### src/cop_pkg.sv
// Package with register map, field layout and reset values of the output path
package cop_pkg;
  localparam int ADDR_W = 7;
  localparam int DATA_W = 9;
  localparam int VOL_W = 7;
  // Register indices; byte offsets are four times these (BYTE_SHIFT)
  localparam logic [ADDR_W-1:0] IDX_LEFT_HP = 7'h02;
  localparam logic [ADDR_W-1:0] IDX_RIGHT_HP = 7'h03;
  localparam logic [ADDR_W-1:0] IDX_ANALOG = 7'h04;
  localparam logic [ADDR_W-1:0] IDX_DIGITAL = 7'h05;
  localparam logic [ADDR_W-1:0] IDX_STATUS = 7'h10;
  localparam int BYTE_SHIFT = 2;
  // Headphone register fields
  localparam int HP_VOL_LSB = 0;
  localparam int HP_ZC_BIT = 7;
  localparam int HP_LINK_BIT = 8;
  localparam logic [VOL_W-1:0] VOL_MUTE_BELOW = 7'h30;
  localparam logic [VOL_W-1:0] VOL_RESET = 7'h79;
  localparam logic [VOL_W-1:0] VOL_TOP = 7'h7F;
  // Analog path register fields
  localparam int AP_LINE_BIT = 3;
  localparam int AP_CONV_BIT = 4;
  localparam int AP_MIC_BIT = 5;
  localparam int AP_ATT_LSB = 6;
  localparam logic AP_LINE_RESET = 1'b1;
  localparam logic AP_CONV_RESET = 1'b0;
  localparam logic AP_MIC_RESET = 1'b0;
  localparam logic [1:0] AP_ATT_RESET = 2'h0;
  localparam logic AP_OTHER_RESET = 1'b0;
  // Digital path register fields
  localparam int DP_SOFT_MUTE_BIT = 3;
  localparam logic DP_SOFT_MUTE_RESET = 1'b1;
  // Status register fields
  localparam int ST_LPEND_BIT = 0;
  localparam int ST_RPEND_BIT = 1;
  localparam int ST_LMUTE_BIT = 2;
  localparam int ST_RMUTE_BIT = 3;
  localparam int ST_LINE_SILENT_BIT = 4;
endpackage : cop_pkg

### src/cop_hp_channel.sv
// One headphone channel: pending volume, zero-cross gated apply, mute decode
`timescale 1ns/10ps
module cop_hp_channel (
  input wire logic core_clk,
  input wire logic reset_n,
  input wire logic load,
  input wire logic [cop_pkg::VOL_W-1:0] loadVol,
  input wire logic loadZc,
  input wire logic nearGround,
  output logic [cop_pkg::VOL_W-1:0] writtenVol,
  output logic writtenZc,
  output logic [cop_pkg::VOL_W-1:0] activeVol,
  output logic pending,
  output logic muted
);
  typedef struct packed {
    logic [cop_pkg::VOL_W-1:0] wvol;
    logic zc;
    logic [cop_pkg::VOL_W-1:0] avol;
    logic pend;
    logic mute;
  } cop_ch_t;

  cop_ch_t state_reg;
  cop_ch_t state_next;

  function automatic logic cop_is_mute(input logic [cop_pkg::VOL_W-1:0] v);
    return v < cop_pkg::VOL_MUTE_BELOW;
  endfunction : cop_is_mute

  always_comb begin
    state_next = state_reg;
    if (load) begin
      state_next.wvol = loadVol;
      state_next.zc = loadZc;
      if (loadZc) begin
        state_next.pend = 1'b1;
      end else begin
        // Gate off forces immediate update, clearing any blocked change
        state_next.avol = loadVol;
        state_next.pend = 1'b0;
      end
    end else if (state_reg.pend && nearGround) begin
      // No timeout: waits forever while input sits off ground
      state_next.avol = state_reg.wvol;
      state_next.pend = 1'b0;
    end
    state_next.mute = cop_is_mute(state_next.avol);
  end

  always_ff @(posedge core_clk or negedge reset_n) begin
    if (!reset_n) begin
      state_reg.wvol <= cop_pkg::VOL_RESET;
      state_reg.zc <= 1'b0;
      state_reg.avol <= cop_pkg::VOL_RESET;
      state_reg.pend <= 1'b0;
      state_reg.mute <= 1'b0;
    end else begin
      state_reg <= state_next;
    end
  end

  assign writtenVol = state_reg.wvol;
  assign writtenZc = state_reg.zc;
  assign activeVol = state_reg.avol;
  assign pending = state_reg.pend;
  assign muted = state_reg.mute;
endmodule : cop_hp_channel

### src/cop_output_ctrl.sv
// Output path control registers behind an APB slave
`timescale 1ns/10ps
module cop_output_ctrl (
  input wire logic core_clk,
  input wire logic reset_n,
  input wire logic psel,
  input wire logic penable,
  input wire logic pwrite,
  input wire logic [31:0] paddr,
  input wire logic [31:0] pwdata,
  output logic [31:0] prdata,
  output logic pready,
  output logic pslverr,
  input wire logic leftNearGround,
  input wire logic rightNearGround,
  output logic [cop_pkg::VOL_W-1:0] leftPhonesGain,
  output logic [cop_pkg::VOL_W-1:0] rightPhonesGain,
  output logic leftPhonesMute,
  output logic rightPhonesMute,
  output logic lineInRouteEn,
  output logic converterToLineoutSelect,
  output logic micMonitorEn,
  output logic [1:0] micMonitorAtten,
  output logic converterSoftSilence,
  output logic lineOutSilent
);
  typedef struct packed {
    logic [31:0] rdata;
    logic ready;
    logic err;
    logic [cop_pkg::DATA_W-1:0] analog;
    logic [cop_pkg::DATA_W-1:0] digital;
    logic silent;
  } cop_top_t;

  cop_top_t state_reg;
  cop_top_t state_next;

  logic [cop_pkg::VOL_W-1:0] lWVol;
  logic [cop_pkg::VOL_W-1:0] rWVol;
  logic [cop_pkg::VOL_W-1:0] lAVol;
  logic [cop_pkg::VOL_W-1:0] rAVol;
  logic lWZc;
  logic rWZc;
  logic lPend;
  logic rPend;
  logic lMute;
  logic rMute;
  logic lLoad;
  logic rLoad;
  logic [cop_pkg::VOL_W-1:0] lLoadVol;
  logic [cop_pkg::VOL_W-1:0] rLoadVol;
  logic lLoadZc;
  logic rLoadZc;
  logic wrHit;
  logic [cop_pkg::ADDR_W-1:0] regIdx;
  logic addrOk;
  logic [cop_pkg::DATA_W-1:0] wData;

  // ---------------------------------------------------------------
  // Address decode
  // ---------------------------------------------------------------
  function automatic logic cop_known(input logic [cop_pkg::ADDR_W-1:0] i);
    return i == cop_pkg::IDX_LEFT_HP || i == cop_pkg::IDX_RIGHT_HP ||
      i == cop_pkg::IDX_ANALOG || i == cop_pkg::IDX_DIGITAL ||
      i == cop_pkg::IDX_STATUS;
  endfunction : cop_known

  // Byte address is four times the index; nonzero low bits or high bits make the address invalid
  assign regIdx = paddr[cop_pkg::BYTE_SHIFT +: cop_pkg::ADDR_W];
  assign addrOk = cop_known(regIdx) &&
    paddr[31:cop_pkg::BYTE_SHIFT+cop_pkg::ADDR_W] == '0 &&
    paddr[cop_pkg::BYTE_SHIFT-1:0] == '0;
  assign wData = pwdata[cop_pkg::DATA_W-1:0];
  // Write commits at the edge closing the first access cycle; ready rises with it
  assign wrHit = psel && penable && !state_reg.ready && pwrite && addrOk;

  // ---------------------------------------------------------------
  // Headphone channels with linked loading
  // ---------------------------------------------------------------
  always_comb begin
    lLoad = 1'b0;
    rLoad = 1'b0;
    lLoadVol = wData[cop_pkg::HP_VOL_LSB +: cop_pkg::VOL_W];
    rLoadVol = wData[cop_pkg::HP_VOL_LSB +: cop_pkg::VOL_W];
    lLoadZc = wData[cop_pkg::HP_ZC_BIT];
    rLoadZc = wData[cop_pkg::HP_ZC_BIT];
    if (wrHit && regIdx == cop_pkg::IDX_LEFT_HP) begin
      lLoad = 1'b1;
      rLoad = wData[cop_pkg::HP_LINK_BIT];
    end else if (wrHit && regIdx == cop_pkg::IDX_RIGHT_HP) begin
      rLoad = 1'b1;
      lLoad = wData[cop_pkg::HP_LINK_BIT];
    end
  end

  cop_hp_channel uLeft (
    .core_clk(core_clk),
    .reset_n(reset_n),
    .load(lLoad),
    .loadVol(lLoadVol),
    .loadZc(lLoadZc),
    .nearGround(leftNearGround),
    .writtenVol(lWVol),
    .writtenZc(lWZc),
    .activeVol(lAVol),
    .pending(lPend),
    .muted(lMute)
  );

  cop_hp_channel uRight (
    .core_clk(core_clk),
    .reset_n(reset_n),
    .load(rLoad),
    .loadVol(rLoadVol),
    .loadZc(rLoadZc),
    .nearGround(rightNearGround),
    .writtenVol(rWVol),
    .writtenZc(rWZc),
    .activeVol(rAVol),
    .pending(rPend),
    .muted(rMute)
  );

  // ---------------------------------------------------------------
  // Register file and bus answer
  // ---------------------------------------------------------------
  function automatic logic [31:0] cop_read(
    input logic [cop_pkg::ADDR_W-1:0] i,
    input cop_top_t s
  );
    logic [31:0] r;
    r = '0;
    case (i)
      cop_pkg::IDX_LEFT_HP: begin
        r[cop_pkg::HP_VOL_LSB +: cop_pkg::VOL_W] = lWVol;
        r[cop_pkg::HP_ZC_BIT] = lWZc;
      end
      cop_pkg::IDX_RIGHT_HP: begin
        r[cop_pkg::HP_VOL_LSB +: cop_pkg::VOL_W] = rWVol;
        r[cop_pkg::HP_ZC_BIT] = rWZc;
      end
      cop_pkg::IDX_ANALOG: r[cop_pkg::DATA_W-1:0] = s.analog;
      cop_pkg::IDX_DIGITAL: r[cop_pkg::DATA_W-1:0] = s.digital;
      cop_pkg::IDX_STATUS: begin
        r[cop_pkg::ST_LPEND_BIT] = lPend;
        r[cop_pkg::ST_RPEND_BIT] = rPend;
        r[cop_pkg::ST_LMUTE_BIT] = lMute;
        r[cop_pkg::ST_RMUTE_BIT] = rMute;
        r[cop_pkg::ST_LINE_SILENT_BIT] = s.silent;
      end
      default: r = '0;
    endcase
    return r;
  endfunction : cop_read

  always_comb begin
    state_next = state_reg;
    state_next.ready = 1'b0;
    state_next.err = 1'b0;
    // Read data shows only in the answer cycle, zero otherwise
    state_next.rdata = '0;
    if (psel && penable && !state_reg.ready) begin
      // One wait state: answer in the second access cycle
      state_next.ready = 1'b1;
      state_next.err = !addrOk;
      state_next.rdata = (!pwrite && addrOk) ? cop_read(regIdx, state_reg)
                                             : '0;
    end
    if (wrHit && regIdx == cop_pkg::IDX_ANALOG) begin
      state_next.analog = wData;
    end
    if (wrHit && regIdx == cop_pkg::IDX_DIGITAL) begin
      state_next.digital = wData;
    end
    // Sources sum; silence needs converter muted or deselected and both analog paths off
    state_next.silent = (state_next.digital[cop_pkg::DP_SOFT_MUTE_BIT] ||
      !state_next.analog[cop_pkg::AP_CONV_BIT]) &&
      !state_next.analog[cop_pkg::AP_LINE_BIT] &&
      !state_next.analog[cop_pkg::AP_MIC_BIT];
  end

  always_ff @(posedge core_clk or negedge reset_n) begin
    if (!reset_n) begin
      state_reg.rdata <= '0;
      state_reg.ready <= 1'b0;
      state_reg.err <= 1'b0;
      state_reg.analog <= '0;
      state_reg.analog[cop_pkg::AP_LINE_BIT] <= cop_pkg::AP_LINE_RESET;
      state_reg.analog[cop_pkg::AP_CONV_BIT] <= cop_pkg::AP_CONV_RESET;
      state_reg.analog[cop_pkg::AP_MIC_BIT] <= cop_pkg::AP_MIC_RESET;
      state_reg.analog[cop_pkg::AP_ATT_LSB +: 2] <= cop_pkg::AP_ATT_RESET;
      state_reg.digital <= '0;
      state_reg.digital[cop_pkg::DP_SOFT_MUTE_BIT] <=
        cop_pkg::DP_SOFT_MUTE_RESET;
      state_reg.silent <= 1'b0;
    end else begin
      state_reg <= state_next;
    end
  end

  // ---------------------------------------------------------------
  // Outputs, all from flip-flops
  // ---------------------------------------------------------------
  assign prdata = state_reg.rdata;
  assign pready = state_reg.ready;
  assign pslverr = state_reg.err;
  assign leftPhonesGain = lAVol;
  assign rightPhonesGain = rAVol;
  assign leftPhonesMute = lMute;
  assign rightPhonesMute = rMute;
  assign lineInRouteEn = state_reg.analog[cop_pkg::AP_LINE_BIT];
  assign converterToLineoutSelect = state_reg.analog[cop_pkg::AP_CONV_BIT];
  assign micMonitorEn = state_reg.analog[cop_pkg::AP_MIC_BIT];
  assign micMonitorAtten = state_reg.analog[cop_pkg::AP_ATT_LSB +: 2];
  assign converterSoftSilence = state_reg.digital[cop_pkg::DP_SOFT_MUTE_BIT];
  assign lineOutSilent = state_reg.silent;
endmodule : cop_output_ctrl

### config.mk
export PLATFORM = sky130hd
export DESIGN_NAME = cop_output_ctrl
export DESIGN_NICKNAME = d
export VERILOG_FILES = /design/src/cop_pkg.sv /design/src/cop_hp_channel.sv /design/src/cop_output_ctrl.sv
export SDC_FILE = /design/constraint.sdc
export NUM_CORES = 1
export LEC_CHECK = 0
export ABC_AREA = 1
export BUFFER_PORTS_ARGS = -buffer_cell sky130_fd_sc_hd__clkbuf_2
export CORE_ASPECT_RATIO = 0.8
export CORE_MARGIN = 3
export CORE_UTILIZATION = 43
export CTS_BUF_LIST = sky130_fd_sc_hd__clkbuf_16
export DETAILED_ROUTE_END_ITERATION = 7
export PLACE_DENSITY = 0.71
export REMOVE_ABC_BUFFERS = 1
export SYNTH_ARGS = -nofsm -noshare
export SYNTH_HDL_FRONTEND = slang
export SYNTH_SLANG_ARGS = --single-unit
### constraint.sdc
create_clock -name core_clk -period 2.3 [get_ports core_clk]
set_input_delay 0.46 -clock core_clk [delete_from_list [all_inputs] [get_ports core_clk]]
set_output_delay 0.46 -clock core_clk [all_outputs]
set_load 0.01 [all_outputs]
==> results.yml, run 1 <==
synth:
  postSynth.asyncResetShare: 1.000
  yosysTopAreaCell: "dfrtp_1"
  ys_top_cells_by_count: "nand2_1, dfrtp_1, inv_1"
  synth_edf_count: 0
  avgSynthCellArea_sq_um: 7.739
  synth_cell_type_count: 29
  synth.most_common_cell: "nand2_1"
  synth_top_area_frac: 0.3066
  yosysWarnings: 0
  ys_top_cells_by_area: "dfrtp_1, dfstp_2, nand2_1, buf_4, inv_1"
  synth_area_sq_um: 3428
  synth-seq-cells: 64
  synth_ff_type: "dfrtp_1"
  ys_seq_area_frac: 0.4752
  syn_inst: 443
placed_design:
  gp_congestion: 0.8156
  numPortBuffers: 81
  hpwlAfterDp_um: 6666
  dpl-instance-area_sq_um: 3867
  place_ws_ns: 0.1044
floorplanning:
  die_h_um: 85.87
  core_area_sq_um: 7567
  rows: 28
  floorplan.initialDensity: 0.4530
  die_w_um: 105.8
  die_area_sq_um: 9087
  io_pins: 128
worst_setup_path:
  slowest_delay_ns: 0.25
  path_max_fanout: 14
  crit_family: "simple AND/OR/NAND/NOR gates"
  start_kind: "input port"
  crit_chain: "clkbuf_2 -> inv_1 -> nor2_1 -> nand2_1 -> nor2_1 -> nor2_1 -> nand3_2 -> nand3_2 -> nor2_2 -> nand3_1 -> nand2_2 -> o21ai_0 -> a21oi_1"
  crit_end: "uRight.muted"
  ff2ff_path_depth: 9
  cp_common_cell: "nor2_1"
  cp.arrival_ns: 2.14
  startpoint: "paddr[4]"
  r2r_start: "pready"
  endpoint_kind: "flip-flop"
  crit_type: "input port to flip-flop"
  slowest_stage: "nand2_2"
  regToRegEndpoint: "uRight.muted"
  path_depth: 13
  cp_num_buf_inv: 2
  worst-endpoint-required_ns: 2.53
  reg2reg_slack_ns: 0.44
global_routing:
  grt_usage: 0.1982
  grt_pass1_wl_um: 14100
  antenna_found_initial: 0
  grt-ovfl-total: 0
  grt_max_degree: 65
  grt_pass1_vias: 2953
sta:
  slew_violations: 0
  period_minus_slack_ns: 1.909
  layout_setup_ws_ns: 0.3913
  fmax_ghz: 0.5239
  fin_crit_sh: 0.8299
  hold_viol: 0
  fin_worst_skew_ns: 0.006370
  setup_viol: 0
  setup_tns_ns: 0
  rsz0062_at_grt: "no"
run_status:
  status: "finished clean"
cts:
  clk_pin_slew_ns: 0.05
  cts_made_buffers: 9
  cts_root_buf: "clkbuf_16"
  cts_tree: "built"
  cts_resized: 0
  clk-insertion-delay-late_ns: 0.33
  post_cts_buffers: 0
  clk_path_buf_depth: 2
  h-tree-depth: 3
  clock_sinks: 64
  cts_hold_buf: 0
final_layout:
  antenna_cells: 0
  drive_above_1_share: 0.2865
  areaGrowthSynthToFinish_pct: 20.99
  finalInstanceArea_sq_um: 4148
  largest_register_ffs: 12
  final_nets: 600
route:
  wl_per_cell_um: 13.74
  drc: 0
  drt_wl_total_um: 8780
  vias: 3119
  drt_iter0_markers: 213
  viasPerCell: 4.881
  drtAntennaViolNets: 0
  drt_pass1_iterations: 4
power_and_ir_drop:
  cellPowerDensity_nw_per_um2: 679.3
  irDropWorstVdd_v: 0.0004765
  power_leakage_nw: 2.110
  finalPower_mw: 2.818
hold_path:
  min_path_type: "input port to asynchronous set/reset pin"
run:
  max-cap-violations: 0
## where the power goes
group          switching [mW]  internal [mW]  total (mW)  leakage [nW]
Combinational           0.187          0.111       0.298          1.18
Clock                   0.468          0.818        1.29         0.143
Sequential             0.0348           1.20        1.23         0.785
Total                   0.689           2.13        2.82          2.11
## per-stage QoR
stage / utilization / std cells / hold WS (ns)
after floorplan: - / 422 / 0.1644
after global placement: 0.5111 / 623 / 0.4575
after detailed placement: 0.5111 / 623 / 0.4590
after CTS: 0.5481 / 639 / 0.1513
after global routing: 0.5481 / 639 / 0.1546
final: 0.5481 / 639 / 0.1324
## final cells by class
| cell class | instances | area, sq um |
|---|---|---|
| Fill cell | 719 | 3420 |
| Sequential cell | 64 | 1629 |
| Multi-Input combinational cell | 317 | 1423 |
| Timing Repair Buffer | 96 | 530.5 |
| Clock buffer | 9 | 225.2 |
| Inverter | 41 | 153.9 |
| Tap cell | 105 | 131.4 |
| Clock inverter | 7 | 55.05 |
## cells in the final DEF (no fill, tap or decap), types with 2 or more instances in the layout
master and n:
nand2_1 145, clkbuf_2 81, dfrtp_1 42, inv_1 41, nor2_1 38, conb_1 23, o21ai_0 22, dfstp_2 22
nand3_1 19, o21ai_1 18, buf_4 14, nand2_2 10, a21oi_1 10, clkbuf_16 9, nor2_2 4, nand3_2 4
o22ai_1 4, a31oi_1 4, nand4_1 3, nor3_1 3, a41oi_1 3, clkinv_1 3, nor2_4 2, clkinv_2 2
## cells by family after synthesis
group / share of synthesized area
AND/OR/NAND/NOR: 0.2817
other: 0.001094
flip-flops: 0.4752
multiplexers: 0.003284
buffers and inverters: 0.1339
AO/OA/AOI/OAI: 0.1047
## how the worst min path moves through the flow
| stage | from | to |
|---|---|---|
| floorplan | reset_n | converterToLineoutSelect |
| global placement | uRight.activeVol[0] | uRight.activeVol[0] |
| detailed placement | uRight.activeVol[0] | uRight.activeVol[0] |
| CTS | reset_n | prdata[0] |
| global route | reset_n | prdata[8] |
| finish | reset_n | prdata[0] |
## layer usage
metal | vias to the layer above | GRT usage | wire length (um)
li1 | 1525 | - | -
met1 | 1451 | 0.2733 | 3976
met2 | 134 | 0.3142 | 4010
met3 | 9 | 0.05568 | 702
met4 | 0 | 0.04471 | 90
met5 | - | 0 | 0
## worst reg2reg max path, delay by kind of cell (launching register included)
family / cells / cell delay, ns
flip-flops: 1 / 0.37
AO/OA/AOI/OAI: 2 / 0.37
AND/OR/NAND/NOR: 5 / 0.85
buffers and inverters: 2 / 0.18
No activity file was read; power rests on OpenSTA's default activity.
==> inputs of run 2 (changes only) <==
--- a/config.mk
+++ b/config.mk
@@ -12,7 +12,7 @@
 export CORE_UTILIZATION = 43
 export CTS_BUF_LIST = sky130_fd_sc_hd__clkbuf_16
 export DETAILED_ROUTE_END_ITERATION = 7
-export PLACE_DENSITY = 0.71
+export PLACE_DENSITY = 0.74
 export REMOVE_ABC_BUFFERS = 1
 export SYNTH_ARGS = -nofsm -noshare
 export SYNTH_HDL_FRONTEND = slang
==> constraint.sdc (replaced) <==
create_clock -name core_clk -period 1.7 [get_ports core_clk]
set_input_delay 0.34 -clock core_clk [delete_from_list [all_inputs] [get_ports core_clk]]
set_output_delay 0.34 -clock core_clk [all_outputs]
set_load 0.01 [all_outputs]
==> run 2 against run 1 <==
Net effect:
- the run now ends with setup timing left
- register-to-register slack worse by 0.44 ns
- cell area up 11%
- core utilization up 5.9 points
- die area unchanged
- combinational power up 56%
- critical path depth down 2
- first-iteration DRC count up 29%
- clock power up 41%
- highest routed layer unchanged
==> results.yml, run 2 (same netlist as run 1, synthesis figures left out) <==
cts:
  cts_tree: "built"
  clk_path_buf_depth: 2
  clock_sinks: 64
  clk-insertion-delay-late_ns: 0.33
  cts_made_buffers: 9
  h-tree-depth: 3
  cts_hold_buf: 0
  clk_pin_slew_ns: 0.05
  cts_root_buf: "clkbuf_16"
sta:
  layout_setup_ws_ns: -0.01213
  rsz0062_at_grt: "yes"
  fin_worst_skew_ns: 0.005256
  whs_ns: 0.01810
  hold_viol: 0
  period_minus_slack_ns: 1.712
  fin_crit_sh: 1.007
  fmax_ghz: 0.5841
  slew_violations: 0
  setup_tns_ns: -0.03630
  setup_viol: 5
final_layout:
  multi_input_area_sq_um: 1598
  largest_register_ffs: 12
  fillers: 650
  regArea_sq_um: 1629
  areaGrowthSynthToFinish_pct: 33.94
  drive_above_1_share: 0.3805
  antenna_cells: 0
  mostFrequentLayoutCells: "nand2_1, clkbuf_2, dfrtp_1"
  fin_cells: 670
  final_nets: 631
  layout_commonest_cell: "nand2_1"
worst_setup_path:
  startpoint: "paddr[22]"
  crit_type: "input port to flip-flop"
  path_max_fanout: 6
  slowest_delay_ns: 0.24
  endpoint_kind: "flip-flop"
  cp_common_cell: "nor2_1"
  r2r_start: "pready"
  cp.arrival_ns: 1.96
  start_kind: "input port"
  worst-endpoint-required_ns: 1.95
  crit_family: "simple AND/OR/NAND/NOR gates"
  crit_chain: "clkbuf_2 -> nor2_1 -> nand2_1 -> nor2_1 -> nand2_1 -> nor2_1 -> nand4_1 -> a21oi_4 -> nand2_2 -> buf_4 -> o21ai_0"
  slowest_stage: "a21oi_4"
  cp_num_buf_inv: 2
floorplanning:
  die_w_um: 105.8
  die_h_um: 85.87
  floorplan.initialDensity: 0.4530
  die_area_sq_um: 9087
  core_area_sq_um: 7567
  rows: 28
  io_pins: 128
global_routing:
  antenna_found_initial: 0
  grt_usage: 0.2102
  grt_pass1_vias: 3118
  grt_max_degree: 65
  grt_pass1_wl_um: 15060
  grt-ovfl-total: 0
route:
  vias: 3304
  viasPerCell: 4.931
  drt_wl_total_um: 9529
  drtAntennaViolNets: 0
  wl_per_cell_um: 14.22
  drt_pass1_iterations: 7
  drt_iter0_markers: 275
  drc: 0
run_status:
  violations: "setup timing"
  status: "complete, but fails checks"
power_and_ir_drop:
  cellPowerDensity_nw_per_um2: 860.1
  irDropWorstVdd_v: 0.0006710
  finalPower_mw: 3.949
  power_leakage_nw: 2.313
placed_design:
  numPortBuffers: 81
  dp.cells: 646
  hpwlAfterDp_um: 6954
  gp_congestion: 0.8381
hold_path:
  min_path_type: "input port to asynchronous set/reset pin"
run:
  max-cap-violations: 0
## run 2: changes by cell type in the layout (fill, tap and decap cells not counted), moves of 4 or more
cell / delta
buf_4: +26
nor2_1: -9
nor2_4: +9
nand2_1: -7
nand2_4: +7
buf_6: +6
o21ai_2: +4
## run 2: area by class of cell
type / count / share of cell area
sequential: 64 / 0.3548
multi-input combinational: 318 / 0.3480
timing repair buffer: 126 / 0.1706
clock buffer: 9 / 0.04905
inverter: 41 / 0.03352
tap: 105 / 0.02861
clock inverter: 7 / 0.01553
## run 2: metal layers
layer / GRT usage / vias up / part of all wire
li1: - / 1594 / -
met1: 0.2830 / 1559 / 0.43
met2: 0.3443 / 141 / 0.49
met3: 0.06321 / 10 / 0.077
met4: 0.03412 / 0 / 0.0067
met5: 0 / - / 0
## run 2: through the flow
stage	instance area [sq um]	utilization	worst slack [ns]
finish	4592	0.6068	-0.01213
global route	4592	0.6068	-0.1223
CTS	4398	0.5812	0.02033
detailed placement	4040	0.5339	-0.3754
global placement	4040	0.5339	-0.3585
floorplan	3206	-	-0.4730
## run 2: timing repair
action / CTS / global route
gates cloned: 1 / 0
endpoints found under the hold margin: 0 / 0
pin swaps: 4 / 26
gates resized for setup: 7 / 46
endpoints found under the setup margin: 25 / 41
setup buffers: 3 / 4
## run 2: worst paths after layout
check | endpoint | slack (ns) | cells after the start
hold / removal | state_reg[10] | 0.02 | 2
hold reg to reg | uRight.activeVol[3] | 0.46 | 2
setup / recovery | uRight.writtenVol[3] | -0.01 | 11
max in group asynchronous | uLeft.writtenVol[6] | 1.37 | 2
min in group core_clk | uLeft.writtenVol[6] | 0.23 | 3
setup reg to reg | uRight.activeVol[0] | 0 | 11
## run 2: power breakdown
group          internal, mW  switching, mW  total, mW
Sequential             1.62         0.0429       1.66
Clock                  1.13          0.689       1.82
Combinational         0.182          0.282      0.464
## run 2: worst reg2reg max path, cell delays in order (launching register included)
cell,delay (ns)
dfrtp_1,0.38
nor2_2,0.15
inv_2,0.07
nor2_4,0.10
inv_2,0.07
nor2_4,0.23
nand2_2,0.12
o21ai_2,0.17
nand2_2,0.11
nand2_4,0.12
nand2_1,0.06
nand2_1,0.05
==> inputs of run 3 (changes only) <==
--- a/config.mk
+++ b/config.mk
@@ -9,10 +9,10 @@
 export BUFFER_PORTS_ARGS = -buffer_cell sky130_fd_sc_hd__clkbuf_2
 export CORE_ASPECT_RATIO = 0.8
 export CORE_MARGIN = 3
-export CORE_UTILIZATION = 43
+export CORE_UTILIZATION = 40
 export CTS_BUF_LIST = sky130_fd_sc_hd__clkbuf_16
 export DETAILED_ROUTE_END_ITERATION = 7
-export PLACE_DENSITY = 0.74
+export PLACE_DENSITY = 0.7
 export REMOVE_ABC_BUFFERS = 1
 export SYNTH_ARGS = -nofsm -noshare
 export SYNTH_HDL_FRONTEND = slang
==> run 3 against run 2 <==
Net effect:
- the run now ends clean
- core utilization down 3.3 points
- worst hold slack worse by 0.0063 ns
- critical path depth rose by 3
- count of clock-buffer cells in the layout stayed put
- register-to-register slack better by 0.05 ns
- cell area up 1.6%
- clock skew shrank 0.0023 ns
- flip-flop and latch count unchanged
- global-route usage shrank 1.3 points
- wire length is 1.4% lower
- first-iteration DRC count fell by 38%
- critical path type unchanged
- clock power increased by 5%
==> results.yml, run 3 (same netlist as run 1, synthesis figures left out) <==
power_and_ir_drop:
  irDropWorstVdd_v: 0.0005064
  power_leakage_nw: 2.338
  switchingPower_mw: 0.9902
  finalPower_mw: 4.070
  p_seq_frac: 0.410
  cellPowerDensity_nw_per_um2: 872.8
  swShare: 0.2433
  p_clk_frac: 0.473
  combinationalPowerShare: 0.118
  p_int_mw: 3.080
floorplanning:
  rows: 29
  die_area_sq_um: 9725
  io_pins: 128
  floorplan.initialDensity: 0.4218
  core_area_sq_um: 8128
  die_w_um: 109.5
  die_h_um: 88.81
final_layout:
  fillers: 754
  regArea_sq_um: 1629
  layout_commonest_cell: "nand2_1"
  drive_above_1_share: 0.3982
  final_nets: 626
  finalInstanceArea_sq_um: 4663
  mostFrequentLayoutCells: "nand2_1, clkbuf_2, dfrtp_1"
  areaGrowthSynthToFinish_pct: 36.02
  largest_register_ffs: 12
  antenna_cells: 0
  multi_input_area_sq_um: 1685
sta:
  fin_crit_sh: 0.9821
  rsz0062_at_grt: "yes"
  period_minus_slack_ns: 1.670
  fin_worst_skew_ns: 0.002950
  slew_violations: 0
  fmax_ghz: 0.5990
  setup_viol: 0
  hold_viol: 0
global_routing:
  grt_pass1_vias: 3083
  grt_usage: 0.1967
  grt_max_degree: 65
  grt_pass1_wl_um: 14470
  grt-ovfl-total: 0
  antenna_found_initial: 0
cts:
  cts_made_buffers: 9
  cts_hold_buf: 0
  cts_tree: "built"
  clk_pin_slew_ns: 0.05
  clk-insertion-delay-late_ns: 0.33
  clock_sinks: 64
  h-tree-depth: 3
  clk_path_buf_depth: 2
  cts_root_buf: "clkbuf_16"
worst_setup_path:
  path_max_fanout: 6
  worst-endpoint-required_ns: 1.97
  cp.arrival_ns: 1.94
  start_kind: "input port"
  endpoint_kind: "flip-flop"
  crit_type: "input port to flip-flop"
placed_design:
  gp_congestion: 0.9068
  dpl-instance-area_sq_um: 4044
  numPortBuffers: 81
  hpwlAfterDp_um: 6904
route:
  drt_wl_total_um: 9391
  wl_per_cell_um: 14.06
  drt_pass1_iterations: 4
  drt_iter0_markers: 171
  viasPerCell: 4.804
  drc: 0
  drtAntennaViolNets: 0
  vias: 3209
run_status:
  status: "finished clean"
run:
  max-cap-violations: 0
hold_path:
  min_path_type: "input port to asynchronous set/reset pin"
==> run 3: cell count changes in the layout (fill, tap and decap cells not counted), sizes merged <==
cell / delta
buf: -4
bufinv: +1
clkbuf: -1
clkinvlp: -1
==> run 3: power groups by stage <==
| stage | clock network (mW) | registers, mW | logic, mW |
|---|---|---|---|
| after floorplan | 0 | 1.72 | 0.166 |
| after global placement | 0 | 1.69 | 0.431 |
| after detailed placement | 0 | 1.69 | 0.440 |
| after CTS | 1.96 | 1.67 | 0.443 |
| after global routing | 2.03 | 1.68 | 0.539 |
| final | 1.92 | 1.67 | 0.479 |
==> run 3: layout make-up <==
class,instances,share of cell area
Clock buffer,9,0.04830
Clock inverter,7,0.01878
Inverter,41,0.03354
Multi-Input combinational cell,318,0.3614
Sequential cell,64,0.3493
Tap cell,108,0.02898
Timing Repair Buffer,121,0.1596
==> run 3: stage by stage <==
stage / worst slack [ns] / hold slack, ns / setup TNS [ns] / utilization / cells
2_1_floorplan: -0.4730 / 0.04441 / -18.49 / - / 422
3_3_place_gp: -0.3118 / 0.3806 / -10.78 / 0.4975 / 649
3_5_place_dp: -0.3455 / 0.3840 / -14.68 / 0.4975 / 649
4_1_cts: 0.007298 / 0.03129 / 0 / 0.5396 / 666
5_1_grt: -0.09484 / 0.02931 / -1.827 / 0.5737 / 668
6_report: 0.03046 / 0.01184 / 0 / 0.5737 / 668
==> run 3: worst max-delay path, cell delays in order <==
cell and delay [ns]:
clkbuf_2 0.10, nor2_4 0.13, nand2_4 0.11, nor2_4 0.14
nor2_2 0.06, nand3_2 0.11, nand3_2 0.11, nor2_4 0.24
nand3_4 0.14, nand2_4 0.15, nand3_1 0.10, nand2_1 0.10
inv_1 0.06, nand2_1 0.06
==> run 3: metal layers <==
layer / track usage / part of all wire / up-vias
met5: 0 / 0 / -
met4: 0.06455 / 0.015 / 0
met3: 0.06054 / 0.078 / 10
met2: 0.3125 / 0.48 / 103
met1: 0.2576 / 0.43 / 1509
li1: - / - / 1587
==> run 3: final timing paths <==
| path | startpoint | endpoint | slack, ns | depth (start not counted) |
|---|---|---|---|---|
| max | paddr[8] | uRight.activeVol[3] | 0.03 | 14 |
| min | reset_n | state_reg[1] | 0.01 | 2 |
| max reg2reg | pready | uRight.muted | 0.05 | 9 |
| min reg2reg | uRight.activeVol[0] | uRight.activeVol[0] | 0.47 | 2 |
| max in group asynchronous | reset_n | uRight.activeVol[5] | 1.36 | 2 |
| min in group core_clk | pwdata[3] | uLeft.writtenVol[3] | 0.22 | 3 |
==> run 3: what timing repair did <==
item                       4_1_cts  5_1_grt
pin swaps                        3       24
gates resized for setup          6       85
hold endpoints to repair         0        0
buffers inserted                 0        2
gates cloned                     1        0
setup endpoints to repair       19       50
